===== config.mk =====
export PLATFORM = sky130hd
export DESIGN_NAME = uci_irq
export DESIGN_NICKNAME = d
export VERILOG_FILES = /design/src/logic/uci_pkg.sv /design/src/logic/uci_irq.sv
export SDC_FILE = /design/constraint.sdc
export NUM_CORES = 1
export LEC_CHECK = 0
export ABC_CLOCK_PERIOD_IN_PS = 5200
export BUFFER_PORTS_ARGS = -buffer_cell sky130_fd_sc_hd__buf_2
export CAP_MARGIN = 20
export CORE_ASPECT_RATIO = 1.2
export CORE_MARGIN = 4
export CORE_UTILIZATION = 39
export DETAILED_ROUTE_END_ITERATION = 8
export GPL_ROUTABILITY_DRIVEN = 0
export GPL_TIMING_DRIVEN = 0
export PLACE_DENSITY = 0.71
export SLEW_MARGIN = 40
export SYNTH_ARGS = -nofsm -noshare
export SYNTH_HDL_FRONTEND = slang
export SYNTH_SLANG_ARGS = --single-unit

===== constraint.sdc =====
create_clock -name clk_sys -period 5.2 [get_ports clk_sys]
set_clock_uncertainty 0.2 [all_clocks]
set_input_delay 0.52 -clock clk_sys [delete_from_list [all_inputs] [get_ports clk_sys]]
set_output_delay 0.52 -clock clk_sys [all_outputs]
set_load 0.02 [all_outputs]

===== src/logic/uci_pkg.sv =====
// Summary of operation
// [RQ1] Mask bit 7 lets a CTS rising edge interrupt, only with enhanced enable set
// [RQ2] Mask bit 6 lets an RTS rising edge interrupt, only with enhanced enable set
// [RQ3] Mask bit 5 lets a received Xoff interrupt, only with enhanced enable set
// [RQ4] Mask bit 4 puts the channel to sleep, only with enhanced enable set
// [RQ5] Mask bit 3 lets modem status changes interrupt; clear bit blocks them
// [RQ6] Mask bit 2 raises line status interrupt when break, framing, parity or overrun
// [RQ7] Overrun flags on arrival; break, framing, parity flag when read out of FIFO
// [RQ8] Mask bit 1 raises interrupt while transmit holding register is empty
// [RQ9] Mask bit 0 enables receive data available and FIFO time-out interrupts
// [RQ10] All eight mask bits read and write, reset to zero
// [RQ11] Pending conditions ranked in seven levels, highest shown in identification
// [RQ12] Identification frozen during its read; new events latched, shown afterwards; code: flow, Xoff and empty flags set during the read clear at its end
// [RQ13] Identification bits 7:6 read 11 with FIFOs on, 00 when off
// [RQ14] Identification bit 5 shows a CTS or RTS rising edge interrupt
// [RQ15] Identification bit 4 shows an Xoff or special character match
// [RQ16] Identification bits 3:1 carry the source code, reset 000
// [RQ17] Identification bit 0 is low while an interrupt is pending, reset 1
// [RQ18] Masked sources neither show nor interrupt; status flags keep working; code: the shared flow flag lets a masked edge show via the other pin
// [RQ19] Codes by priority: 06, 0c, 04, 02, 00, 10, 20; none 01
// [RQ20] Transmit empty interrupt clears on identification read or holding write
// [RQ21] Interrupt output asserted exactly while identification bit 0 is low
package uci_pkg;

  // Register indexes; byte address is four times the index
  localparam logic [7:0] IDX_TX_HOLDING = 8'h00;
  localparam logic [7:0] IDX_MASK       = 8'h01;
  localparam logic [7:0] IDX_IDENT      = 8'h02;
  localparam logic [7:0] IDX_CTRL       = 8'h10;

  localparam logic [7:0] MASK_RESET  = 8'h00;
  localparam logic [7:0] IDENT_RESET = 8'h01;
  localparam logic [7:0] CTRL_RESET  = 8'h00;

  // Mask register bit positions
  localparam int MB_CTS   = 7;
  localparam int MB_RTS   = 6;
  localparam int MB_XOFF  = 5;
  localparam int MB_SLEEP = 4;
  localparam int MB_MDM   = 3;
  localparam int MB_LINE  = 2;
  localparam int MB_TXE   = 1;
  localparam int MB_RXAV  = 0;

  // Control register bit positions
  localparam int CB_FIFO_ON = 0;
  localparam int CB_ENH     = 4;

  // Identification codes, bits 5:0
  localparam logic [5:0] SRC_LINE    = 6'h06;
  localparam logic [5:0] SRC_TIMEOUT = 6'h0c;
  localparam logic [5:0] SRC_RXRDY   = 6'h04;
  localparam logic [5:0] SRC_TXE     = 6'h02;
  localparam logic [5:0] SRC_MODEM   = 6'h00;
  localparam logic [5:0] SRC_XOFF    = 6'h10;
  localparam logic [5:0] SRC_FLOW    = 6'h20;
  localparam logic [5:0] SRC_NONE    = 6'h01;

  localparam logic [1:0] FIFO_FLAGS_ON  = 2'b11;
  localparam logic [1:0] FIFO_FLAGS_OFF = 2'b00;

endpackage


===== src/logic/uci_irq.sv =====
// Our own choice: the APB slave port.
`timescale 1ns/1ps
module uci_irq
(
  input  wire logic        clk_sys,
  input  wire logic        rst_n,
  input  wire logic        psel,
  input  wire logic        penable,
  input  wire logic        pwrite,
  input  wire logic [31:0] paddr,
  input  wire logic [31:0] pwdata,
  output logic      [31:0] prdata,
  output logic             pready,
  output logic             pslverr,
  input  wire logic        cts_pin,
  input  wire logic        rts_pin,
  input  wire logic        xoff_match,
  input  wire logic        xon_match,
  input  wire logic        msr_delta,
  input  wire logic        msr_read,
  input  wire logic        overrun_evt,
  input  wire logic        rx_err_read,
  input  wire logic        lsr_read,
  input  wire logic        thr_empty,
  input  wire logic        rx_data_ready,
  input  wire logic        rx_timeout,
  output logic             irq_out,
  output logic             sleep_mode,
  output logic             tx_wr_strobe,
  output logic      [7:0]  tx_wr_data
);

  logic [7:0]  mask_q;
  logic [7:0]  ctrl_q;
  logic [7:0]  ident_q;
  logic [7:0]  ident_d;
  logic [31:0] prdata_q;
  logic        pready_q;
  logic        pslverr_q;
  logic        irq_q;
  logic        sleep_q;
  logic        txwr_q;
  logic [7:0]  txdata_q;
  logic        cts_prev_q;
  logic        rts_prev_q;
  logic        thr_prev_q;
  logic        flow_q;
  logic        xoff_q;
  logic        modem_q;
  logic        line_q;
  logic        txe_q;
  logic        enh;
  logic        fifo_on;
  logic        setup;
  logic        done;
  logic        wr_done;
  logic        rd_done;
  logic        ident_sel;
  logic        ident_rd_done;
  logic        txh_wr_done;
  logic        freeze;
  logic [5:0]  src;

  // Word index of a byte address; unaligned or high addresses map to none
  function automatic logic [7:0] reg_index(input logic [31:0] a);
    if (a[1:0] != 2'b00 || a[31:10] != 22'h0)
      reg_index = 8'hff;
    else
      reg_index = a[9:2];
  endfunction

  function automatic logic mapped(input logic [31:0] a);
    logic [7:0] i;
    i = reg_index(a);
    mapped = (i == uci_pkg::IDX_TX_HOLDING) || (i == uci_pkg::IDX_MASK) ||
             (i == uci_pkg::IDX_IDENT) || (i == uci_pkg::IDX_CTRL);
  endfunction

  assign enh     = ctrl_q[uci_pkg::CB_ENH];
  assign fifo_on = ctrl_q[uci_pkg::CB_FIFO_ON];

  assign setup     = psel && !penable;
  assign done      = psel && penable && pready_q;
  assign wr_done   = done && pwrite && !pslverr_q;
  assign rd_done   = done && !pwrite && !pslverr_q;
  assign ident_sel = reg_index(paddr) == uci_pkg::IDX_IDENT;
  assign ident_rd_done = rd_done && ident_sel;
  assign txh_wr_done   = wr_done && reg_index(paddr) == uci_pkg::IDX_TX_HOLDING;
  // Held from setup through the completing edge of an identification read
  assign freeze = psel && !pwrite && ident_sel;

  // Zero-wait access phase: ready rises in the cycle after setup
  always_ff @(posedge clk_sys or negedge rst_n)
  begin
    if (!rst_n)
    begin
      pready_q  <= 1'b0;
      pslverr_q <= 1'b0;
    end
    else
    begin
      pready_q  <= setup;
      pslverr_q <= setup && !mapped(paddr);
    end
  end

  // Read data captured in setup, so an ident read returns the frozen value
  always_ff @(posedge clk_sys or negedge rst_n)
  begin
    if (!rst_n)
      prdata_q <= 32'h0;
    else if (setup && !pwrite)
    begin
      unique case (reg_index(paddr))
        uci_pkg::IDX_MASK:  prdata_q <= {24'h0, mask_q};
        uci_pkg::IDX_IDENT: prdata_q <= {24'h0, ident_q};
        uci_pkg::IDX_CTRL:  prdata_q <= {24'h0, ctrl_q};
        default:            prdata_q <= 32'h0;
      endcase
    end
  end

  always_ff @(posedge clk_sys or negedge rst_n)
  begin
    if (!rst_n)
      mask_q <= uci_pkg::MASK_RESET;  // see [RQ10]
    else if (wr_done && reg_index(paddr) == uci_pkg::IDX_MASK)
      mask_q <= pwdata[7:0];  // see [RQ10]
  end

  always_ff @(posedge clk_sys or negedge rst_n)
  begin
    if (!rst_n)
      ctrl_q <= uci_pkg::CTRL_RESET;
    else if (wr_done && reg_index(paddr) == uci_pkg::IDX_CTRL)
      ctrl_q <= pwdata[7:0] &
                (8'h01 << uci_pkg::CB_FIFO_ON | 8'h01 << uci_pkg::CB_ENH);
  end

  // Holding register write is passed out as a one-cycle strobe with data
  always_ff @(posedge clk_sys or negedge rst_n)
  begin
    if (!rst_n)
    begin
      txwr_q   <= 1'b0;
      txdata_q <= 8'h00;
    end
    else
    begin
      txwr_q <= txh_wr_done;
      if (txh_wr_done)
        txdata_q <= pwdata[7:0];
    end
  end

  // Previous values start high so a pin high at reset gives no edge
  always_ff @(posedge clk_sys or negedge rst_n)
  begin
    if (!rst_n)
    begin
      cts_prev_q <= 1'b1;
      rts_prev_q <= 1'b1;
      thr_prev_q <= 1'b1;
    end
    else
    begin
      cts_prev_q <= cts_pin;
      rts_prev_q <= rts_pin;
      thr_prev_q <= thr_empty;
    end
  end

  // Sticky status flags run whatever the mask holds; set beats clear
  always_ff @(posedge clk_sys or negedge rst_n)
  begin
    if (!rst_n)
      flow_q <= 1'b0;
    else if ((cts_pin && !cts_prev_q) || (rts_pin && !rts_prev_q))
      flow_q <= 1'b1;  // see [RQ18]
    else if (ident_rd_done || msr_read)
      flow_q <= 1'b0;
  end

  always_ff @(posedge clk_sys or negedge rst_n)
  begin
    if (!rst_n)
      xoff_q <= 1'b0;
    else if (xoff_match)
      xoff_q <= 1'b1;
    else if (ident_rd_done || xon_match)
      xoff_q <= 1'b0;
  end

  always_ff @(posedge clk_sys or negedge rst_n)
  begin
    if (!rst_n)
      modem_q <= 1'b0;
    else if (msr_delta)
      modem_q <= 1'b1;
    else if (msr_read)
      modem_q <= 1'b0;
  end

  // Overrun flags on arrival; other errors only once their byte is read out
  always_ff @(posedge clk_sys or negedge rst_n)
  begin
    if (!rst_n)
      line_q <= 1'b0;
    else if (overrun_evt || rx_err_read)
      line_q <= 1'b1;  // see [RQ7]
    else if (lsr_read)
      line_q <= 1'b0;
  end

  // Empty interrupt re-arms on each rise of the empty level
  always_ff @(posedge clk_sys or negedge rst_n)
  begin
    if (!rst_n)
      txe_q <= 1'b0;
    else if (thr_empty && !thr_prev_q)
      txe_q <= 1'b1;
    else if (ident_rd_done || txh_wr_done || !thr_empty)
      txe_q <= 1'b0;  // see [RQ20]
  end

  // Priority encoder, highest first
  always_comb
  begin
    src = uci_pkg::SRC_NONE;  // see [RQ17]
    if (mask_q[uci_pkg::MB_LINE] && line_q)
      src = uci_pkg::SRC_LINE;  // see [RQ6]
    else if (mask_q[uci_pkg::MB_RXAV] && fifo_on && rx_timeout)
      src = uci_pkg::SRC_TIMEOUT;  // see [RQ9]
    else if (mask_q[uci_pkg::MB_RXAV] && rx_data_ready)
      src = uci_pkg::SRC_RXRDY;  // see [RQ9]
    else if (mask_q[uci_pkg::MB_TXE] && txe_q)
      src = uci_pkg::SRC_TXE;  // see [RQ8]
    else if (mask_q[uci_pkg::MB_MDM] && modem_q)
      src = uci_pkg::SRC_MODEM;  // see [RQ5]
    else if (enh && mask_q[uci_pkg::MB_XOFF] && xoff_q)
      src = uci_pkg::SRC_XOFF;  // see [RQ3] [RQ15]
    else if (enh && flow_q &&
             ((mask_q[uci_pkg::MB_CTS] && cts_pin) ||
              (mask_q[uci_pkg::MB_RTS] && rts_pin)))
      src = uci_pkg::SRC_FLOW;  // see [RQ1] [RQ2] [RQ14]
  end
  // Limitation: the flow flag is shared, so the pin level picks the enable

  always_comb
  begin
    ident_d = {fifo_on ? uci_pkg::FIFO_FLAGS_ON : uci_pkg::FIFO_FLAGS_OFF,
               src};  // see [RQ13] [RQ19] [RQ11] [RQ16] [RQ18]
  end

  // Ident and interrupt output update together so they never disagree
  always_ff @(posedge clk_sys or negedge rst_n)
  begin
    if (!rst_n)
    begin
      ident_q <= uci_pkg::IDENT_RESET;
      irq_q   <= 1'b0;
    end
    else if (!freeze)
    begin
      ident_q <= ident_d;  // see [RQ12]
      irq_q   <= !ident_d[0];  // see [RQ21]
    end
  end

  always_ff @(posedge clk_sys or negedge rst_n)
  begin
    if (!rst_n)
      sleep_q <= 1'b0;
    else
      sleep_q <= enh && mask_q[uci_pkg::MB_SLEEP];  // see [RQ4]
  end

  assign prdata       = prdata_q;
  assign pready       = pready_q;
  assign pslverr      = pslverr_q;
  assign irq_out      = irq_q;
  assign sleep_mode   = sleep_q;
  assign tx_wr_strobe = txwr_q;
  assign tx_wr_data   = txdata_q;

endmodule


==> results of run 1 <==
==> power breakdown <==
part | internal, W | switching [W]
Sequential | 0.000363 | 0.00000315
Clock | 0.000122 | 0.000119
Combinational | 0.0000365 | 0.0000493
Total | 0.000521 | 0.000171
==> worst reg2reg max path, cell delays in order (launching register included) <==
cell	delay, ps
dfrtp_1	390
and4b_1	310
nand4b_1	170
nor3_4	400
mux2_2	390
==> Yosys cell counts (3+ instances only) <==
cell	instances	share of area, %
clkbuf_1	3	0.48
nand4_1	3	0.80
mux2_2	23	11
nor2_1	8	1.3
nor4_1	14	3.7
dfstp_2	4	4.5
buf_4	24	7.7
nand2_1	13	2.1
mux2i_1	3	1.3
a21oi_1	5	1.1
nand3b_1	3	0.96
dfrtp_1	42	45
nor2b_1	4	1.1
o21ai_1	6	1.3
a22oi_1	7	2.2
nand3_1	4	0.85
inv_1	9	1.4
nand2b_1	3	0.80
nand4b_1	3	1.1
==> through the flow <==
step                      cell area, µm²  setup slack (ps)  cells  hold slack (ps)
final                               3020              3000    400             6.96
after global routing                3020              2890    400             54.7
after CTS                           3020              3010    400             37.7
after detailed placement            2920              2680    392              259
after global placement              2910              2680    392              254
after floorplan                     2440              3030    237             24.4
==> path summary, 6_finish.rpt <==
path / startpoint / endpoint / cells past startpoint
min in group clk_sys: rts_pin / rts_prev_q / 1
worst max-delay path: paddr[10] / ctrl_q[0] / 5
worst min register to register: ident_q[0] / ident_q[0] / 2
worst min-delay path: rst_n / pready / 1
worst max register to register: pslverr / tx_wr_data[0] / 4
max in group asynchronous: rst_n / ident_q[0] / 1
==> kinds of logic (layout without fill, tap and decap cells) <==
logic type	after synthesis	in the layout
multiplexers	26	26
flip-flops	46	46
XOR/XNOR	1	1
AO/OA/AOI/OAI	34	34
buffers and inverters	37	120
other	1	24
AND/OR/NAND/NOR	69	69
==> state kept, by name, indices dropped and copies added, names as in the netlist <==
name          count
pready            1
txe_q             1
thr_prev_q        1
prdata            8
flow_q            1
mask_q            8
sleep_mode        1
modem_q           1
ctrl_q            2
pslverr           1
irq_out           1
ident_q           7
xoff_q            1
cts_prev_q        1
tx_wr_strobe      1
tx_wr_data        8
line_q            1
rts_prev_q        1
==> final cells by class <==
type | instances | area (µm²)
Fill cell | 527 | 2720
Clock inverter | 1 | 8.76
Multi-Input combinational cell | 154 | 1050
Inverter | 9 | 33.8
Buffer | 28 | 196
Sequential cell | 46 | 1160
Tap cell | 80 | 100
Clock buffer | 7 | 96.3
Timing Repair Buffer | 75 | 378
==> per-layer routing <==
layer / GRT usage, % / vias up / part of all wire, %
met4: 5.01 / 0 / 1.7
met5: 0 / - / 0
met2: 26.5 / 59 / 52
met1: 18.5 / 869 / 40
met3: 2.79 / 11 / 6.2
li1: - / 955 / -
==> cells in the final DEF (no fill, tap or decap), drive strengths merged, types with 2 or more instances in the layout <==
cell type,instances
inv,9
and4,2
a21o,2
nor2,8
buf,100
dfstp,4
o21ai,8
nand4b,3
clkbuf,10
nor2b,4
nand2b,3
mux2,23
nor4,14
a21oi,5
o21a,2
a31o,2
nand3b,3
nand4,5
o41ai,2
nand3,4
dfrtp,42
nor3,4
or4,2
conb,24
mux2i,3
a22oi,7
nand2,13
==> flow_summary.ini, run 1 <==
[floorplanning]
dieArea_mm2 = 0.00734
core-area_mm2 = 0.00574
start_util_pct = 40.9
die_y_um = 93.1
die_w_um = 78.9
boundaryPins = 126
num_rows = 30

[clock_network]
clkTransAtPathRegs_ps = 80
cts_setup_buffers = 0
clk_path_buf_depth = 2
ctsResizeCount = 0
cts-root-buf = clkbuf_8
numCtsBuffers = 5
postCtsHoldBufs = 0
clock_latency_ps = 300
clock-sinks = 46
cts_tree = built
cts_max_level = 2

[finish]
final_util_pct = 52.6
insertedDiodeCount = 0
area_growth_pct = 28.5
nets = 400
drive_above_1_share_pct = 44.4

[critical_path]
crit_top_cell = nor4_1
cp-start-kind = primary input
crit_fanout = 5
critical-path-top-delay-family = simple AND/OR/NAND/NOR gates
r2r_slack_ps = 3240
max_stage_delay_ps = 530
critPathCaptureType = flop
worstPathBufferInverterCount = 1
path_class = primary input to flop
crit_chain = buf_2 -> nor4_1 -> nand4_2 -> nor4_1 -> mux2_2
critPathSlowestCell = nor4_1
worst_ep_arrival_time_ps = 2180
worst_ep_required_time_ps = 5180

[routing]
viasPerCell = 4.74
routed-via-count = 1894
dr.pass1.iters = 4
wl_mm = 5.39
drt-initial-drc-count = 57
postRouteAntennaNets = 0
remaining_drc_errors = 0
wl_per_cell_um = 13.5

[grt]
overflow = 0
antenna_found_initial = 0
grt_pass1_vias = 1945
track_usage_pct = 15.1
grt_pass1_wl_mm = 8.97
grt_start_max_net_pins = 47

[sta]
period_share_pct = 42.3
tns_ps = 0
relSlewSlack_pct = 61.9
drv_slew = 0
setup_viol = 0
period_needed_ps = 2200
worst_pin_slew_ps = 572
rsz0062_at_grt = false
fmax_ghz = 0.454
hold_viol = 0

[yosys]
synth_compound_area_share_pct = 9.85
synth-adder-area-share_pct = 0
synth-simple-area-share_pct = 18.4
synthFlopType = dfrtp_1
synth_cell_types = 43
synth_seq_cells = 46
synthArstFlopShare_pct = 100
synth_mux_area_share_pct = 12.3
syn-cell-area_mm2 = 0.00235
synth-xor-area-share_pct = 0.373
syn_inst = 214
syn_area_per_cell_um2 = 11.0
yosysWarnings = 0
synth_edf_count = 0
synth_top_family_by_area = simple AND/OR/NAND/NOR gates
yosysSeqAreaShare_pct = 49.2

[run_status]
status = complete, no violations

[pwr]
powerDensity_mw_per_mm2 = 229
peakVddDrop_uv = 154
total_power_w = 0.000692
leakagePower_nw = 1.60

[worst_hold_path]
min_path_type = primary input to async pin

[placed_design]
hpwl_mm = 4.38
io_buffers = 75

[job]
drv_cap = 0
(Power assumes the default switching activity.)
==> inputs of run 2 (changes only) <==
--- a/config.mk
+++ b/config.mk
@@ -5,7 +5,7 @@
 export SDC_FILE = /design/constraint.sdc
 export NUM_CORES = 1
 export LEC_CHECK = 0
-export ABC_CLOCK_PERIOD_IN_PS = 5200
+export ABC_CLOCK_PERIOD_IN_PS = 2300
 export BUFFER_PORTS_ARGS = -buffer_cell sky130_fd_sc_hd__buf_2
 export CAP_MARGIN = 20
 export CORE_ASPECT_RATIO = 1.2
==> constraint.sdc (replaced) <==
create_clock -name clk_sys -period 2.3 [get_ports clk_sys]
set_clock_uncertainty 0.2 [all_clocks]
set_input_delay 0.23 -clock clk_sys [delete_from_list [all_inputs] [get_ports clk_sys]]
set_output_delay 0.23 -clock clk_sys [all_outputs]
set_load 0.02 [all_outputs]
==> flow_summary.ini, run 2 (synthesis gave the netlist of run 1 again) <==
[finish]
final_cell_mix = buf_2 (75), dfrtp_1 (42), buf_4 (25), conb_1 (24), mux2_2 (23)
final_util_pct = 55.6
final_common_cell = buf_2
fillers = 504
insertedDiodeCount = 0
nets = 417
drive_above_1_share_pct = 42.1
area_growth_pct = 35.7

[critical_path]
r2r_slack_ps = 330
cp-start-kind = primary input
worst_ep_arrival_time_ps = 2100
path_class = primary input to flop
r2r.worst_path.cells = 4
crit_fanout = 9
worst_ep_required_time_ps = 2280
critPathCaptureType = flop

[grt]
overflow = 0
antenna_found_initial = 0
track_usage_pct = 15.5
grt_start_max_net_pins = 47
grt_pass1_vias = 2011
grt_pass1_wl_mm = 9.23

[floorplanning]
die_w_um = 78.9
core-area_mm2 = 0.00574
boundaryPins = 126
die_y_um = 93.1
num_rows = 30
dieArea_mm2 = 0.00734
start_util_pct = 40.9

[sta]
setup_viol = 0
fmax_ghz = 0.471
fin_hold_ws_ps = 16.1
period_share_pct = 92.4
worst_pin_slew_ps = 571
relSlewSlack_pct = 61.9
period_needed_ps = 2120
tns_ps = 0
hold_viol = 0
drv_slew = 0
rsz0062_at_grt = false

[placed_design]
hpwl_mm = 4.38
io_buffers = 75

[run_status]
status = complete, no violations

[clock_network]
clkTransAtPathRegs_ps = 80
clock_latency_ps = 300
cts_setup_buffers = 0
clock-sinks = 46
clk_path_buf_depth = 2
cts_max_level = 2
cts_tree = built
ctsResizeCount = 0
cts-root-buf = clkbuf_8
postCtsHoldBufs = 17
numCtsBuffers = 5

[routing]
wl_mm = 5.58
postRouteAntennaNets = 0
routed-via-count = 1944
dr.pass1.iters = 4
viasPerCell = 4.66
drt-initial-drc-count = 72
wl_per_cell_um = 13.4
remaining_drc_errors = 0

[worst_hold_path]
min_path_type = primary input to flop
hold_path_depth = 3

[pwr]
p_sw_share_pct = 24.6
switchingPower_w = 0.000390
sequentialPowerShare_pct = 52.1
p_int_w = 0.00120
combPwrFrac_pct = 13.6
powerDensity_mw_per_mm2 = 498
leakagePower_nw = 1.67
clkPwrFrac_pct = 34.2
peakVddDrop_uv = 349

[job]
drv_cap = 0
## run 2: cell count changes in the layout (fill, tap and decap cells not counted), sizes merged
cell         before  now
dlygate4sd3       0   17
## run 2: path summary, 6_finish.rpt
| path | endpoint | startpoint |
|---|---|---|
| max | tx_wr_data[5] | penable |
| min | ident_q[3] | rx_timeout |
| max reg2reg | tx_wr_data[5] | pslverr |
| min reg2reg | ident_q[0] | ident_q[0] |
| max in group asynchronous | ident_q[0] | rst_n |
| min in group asynchronous | pready | rst_n |
## run 2: cell type report
class	instances	area [µm²]	share of cell area, %
Timing Repair Buffer	92	548	17.2
Sequential cell	46	1160	36.2
Inverter	9	33.8	1.06
Clock inverter	1	8.76	0.275
Multi-Input combinational cell	154	1050	32.9
Clock buffer	7	96.3	3.02
Tap cell	80	100	3.14
Buffer	28	196	6.16
## run 2: critical path, stage by stage
cell	delay (ps)
dlygate4sd3_1	520
buf_2	120
and4b_1	260
nand4b_1	170
nor3_4	400
mux2_2	390
## run 2: stage by stage
stage / setup WS (ps) / power [W] / cell area (µm²) / std cells
floorplan: 416 / 0.000950 / 2440 / 237
global placement: 67.8 / 0.00103 / 2910 / 392
detailed placement: 68.9 / 0.00104 / 2920 / 392
CTS: 177 / 0.00161 / 3190 / 417
global route: 102 / 0.00166 / 3190 / 417
finish: 176 / 0.00159 / 3190 / 417
## run 2: power by group through the flow
stage          clock, W  combinational [W]  sequential, W
2_1_floorplan         0           0.000106       0.000844
3_3_place_gp          0           0.000189       0.000843
3_5_place_dp          0           0.000193       0.000844
4_1_cts        0.000563           0.000215       0.000828
5_1_grt        0.000589           0.000240       0.000829
6_report       0.000544           0.000216       0.000828
## run 2: layer usage
metal | GRT usage (%) | vias up | wire (µm)
met5 | 0 | - | 0
met4 | 5.01 | 0 | 93
met3 | 2.79 | 11 | 330
met2 | 27.6 | 57 | 2930
met1 | 19.0 | 891 | 2230
li1 | - | 985 | -
==> inputs of run 3 (changes only) <==
--- a/config.mk
+++ b/config.mk
@@ -5,6 +5,7 @@
 export SDC_FILE = /design/constraint.sdc
 export NUM_CORES = 1
 export LEC_CHECK = 0
+export ABC_AREA = 1
 export ABC_CLOCK_PERIOD_IN_PS = 2300
 export BUFFER_PORTS_ARGS = -buffer_cell sky130_fd_sc_hd__buf_2
 export CAP_MARGIN = 20
@@ -14,7 +15,7 @@
 export DETAILED_ROUTE_END_ITERATION = 8
 export GPL_ROUTABILITY_DRIVEN = 0
 export GPL_TIMING_DRIVEN = 0
-export PLACE_DENSITY = 0.71
+export PLACE_DENSITY = 0.7
 export SLEW_MARGIN = 40
 export SYNTH_ARGS = -nofsm -noshare
 export SYNTH_HDL_FRONTEND = slang
==> flow_summary.ini, run 3 <==
[routing]
wl_per_cell_um = 11.4
viasPerCell = 4.43
remaining_drc_errors = 0
drt-initial-drc-count = 116
postRouteAntennaNets = 0
wl_mm = 5.76
dr.pass1.iters = 4
routed-via-count = 2232

[grt]
grt_pass1_vias = 2277
track_usage_pct = 16.1
grt_pass1_wl_mm = 9.79
antenna_found_initial = 0
overflow = 0
grt_start_max_net_pins = 47

[clock_network]
numCtsBuffers = 5
clock_latency_ps = 300
clock-sinks = 46
cts_tree = built
cts_setup_buffers = 0
clkTransAtPathRegs_ps = 90
cts_max_level = 2
ctsResizeCount = 0
clk_path_buf_depth = 2
cts-root-buf = clkbuf_8

[yosys]
synth.most_common_cell = nand2_1
yosysWarnings = 0
yosys-top-cells-area = dfrtp_1 (42%), nand2_1 (12%), buf_4 (7.2%), nand3_1 (7.0%), inv_1 (4.7%)
synth_common_cells = nand2_1 (78), dfrtp_1 (42), nand3_1 (35), inv_1 (31), buf_4 (24)
yosysSeqAreaShare_pct = 46.3
synth_edf_count = 0
syn_inst = 298
synthArstFlopShare_pct = 100
syn_area_per_cell_um2 = 8.38
synth_top_area_share_pct = 42.1
synth_seq_cells = 46
synthFlopType = dfrtp_1
synth_cell_types = 28
syn-cell-area_mm2 = 0.00250
synth_area_leader_cell = dfrtp_1

[critical_path]
worstPathBufferInverterCount = 3
critPathSlowestCell = dlygate4sd3_1
worst_ep_required_time_ps = 2300
worst_ep_arrival_time_ps = 1930
crit_chain = dlygate4sd3_1 -> buf_2 -> nand3_1 -> nor3_2 -> nand4_4 -> buf_6 -> nand2_2 -> o21ai_2
max_stage_delay_ps = 530
path_class = primary input to flop
critPathCaptureType = flop
critical-path-top-delay-family = buffers and inverters
cp-start-kind = primary input
crit_fanout = 10

[finish]
area_growth_pct = 34.0
drive_above_1_share_pct = 33.4
final_cell_mix = nand2_1 (78), buf_2 (76), dfrtp_1 (42), nand3_1 (35), inv_1 (31)
final_common_cell = nand2_1
insertedDiodeCount = 0
fillers = 591
nets = 502

[pwr]
powerDensity_mw_per_mm2 = 487
total_power_w = 0.00163
leakagePower_nw = 1.90
peakVddDrop_uv = 446

[sta]
drv_slew = 0
fin_hold_ws_ps = 17.9
fmax_ghz = 0.517
setup_viol = 0
period_needed_ps = 1940
hold_viol = 0
relSlewSlack_pct = 57.4
period_share_pct = 84.1
worst_pin_slew_ps = 636
tns_ps = 0
rsz0062_at_grt = false

[floorplanning]
boundaryPins = 126
start_util_pct = 40.7
die_y_um = 95.6
num_rows = 31
core-area_mm2 = 0.00613
dieArea_mm2 = 0.00775
die_w_um = 81.0

[worst_hold_path]
min_path_type = primary input to flop

[job]
drv_cap = 0

[placed_design]
io_buffers = 77
hpwl_mm = 4.55

[run_status]
status = complete, no violations
[run 3: cell types whose count changed in the layout (fill, tap and decap cells not counted), sizes merged, moves of 5 or more]
cell,before,now
inv,9,33
nor4,14,0
a21oi,5,0
clkbuf,10,5
nand2,13,79
nand3,4,40
mux2,23,0
a22oi,7,0
o21ai,8,24
nor2,8,30
[run 3: layout make-up]
| cell class | instances | area [µm²] | share of cell area, % |
|---|---|---|---|
| Buffer | 27 | 214 | 6.39 |
| Sequential cell | 46 | 1160 | 34.6 |
| Tap cell | 82 | 103 | 3.07 |
| Timing Repair Buffer | 93 | 548 | 16.4 |
| Multi-Input combinational cell | 216 | 1090 | 32.6 |
| Clock buffer | 5 | 68.8 | 2.06 |
| Clock inverter | 3 | 43.8 | 1.31 |
| Inverter | 32 | 120 | 3.59 |
[run 3: per-stage QoR]
step | instances | setup slack (ps) | instance area (µm²) | util [%]
2_1_floorplan | 321 | 637 | 2580 | -
3_3_place_gp | 480 | 391 | 3070 | 50.1
3_5_place_dp | 480 | 374 | 3070 | 50.1
4_1_cts | 504 | 377 | 3350 | 54.6
5_1_grt | 504 | 245 | 3350 | 54.6
6_report | 504 | 365 | 3350 | 54.6
[run 3: cells by family after synthesis]
| group | share of synthesized area (%) |
|---|---|
| compound gates | 7.82 |
| buf+inv | 13.4 |
| flops | 46.3 |
| other cells | 0.150 |
| simple gates | 32.3 |
[run 3: power by group]
group          leakage, nW  internal (W)  switching [W]
clock               0.0585      0.000326       0.000275
combinational         1.23     0.0000934       0.000109
sequential           0.612      0.000821     0.00000574
total                 1.90       0.00124       0.000389
[run 3: routing by layer]
metal  up-vias  routed length (µm)  global-route usage (%)  part of all wire [%]
li1       1158                   -                       -                     -
met5         -                   0                       0                     0
met1       991                2340                    18.2                    41
met4         0                  58                    5.49                   1.0
met3         6                 437                    4.06                   7.6
met2        77                2920                    29.0                    51
[run 3: final timing paths]
path	from	endpoint	slack [ps]	cells after the start
max	penable	tx_wr_data[6]	360	8
max in group asynchronous	rst_n	ident_q[0]	1230	2
min	msr_read	modem_q	20	3
min in group asynchronous	rst_n	tx_wr_data[7]	280	2
max reg2reg	pready	tx_wr_data[6]	580	6
min reg2reg	prdata[0]	prdata[0]	280	2
[run 3: timing repair]
action	CTS	global route
hold endpoints to repair	59	0
hold buffers	16	0
endpoints found under the setup margin	0	0
[run 3: worst min-delay path: stages]
cell and delay [ps]:
buf_2 90, inv_1 60, a21o_1 100
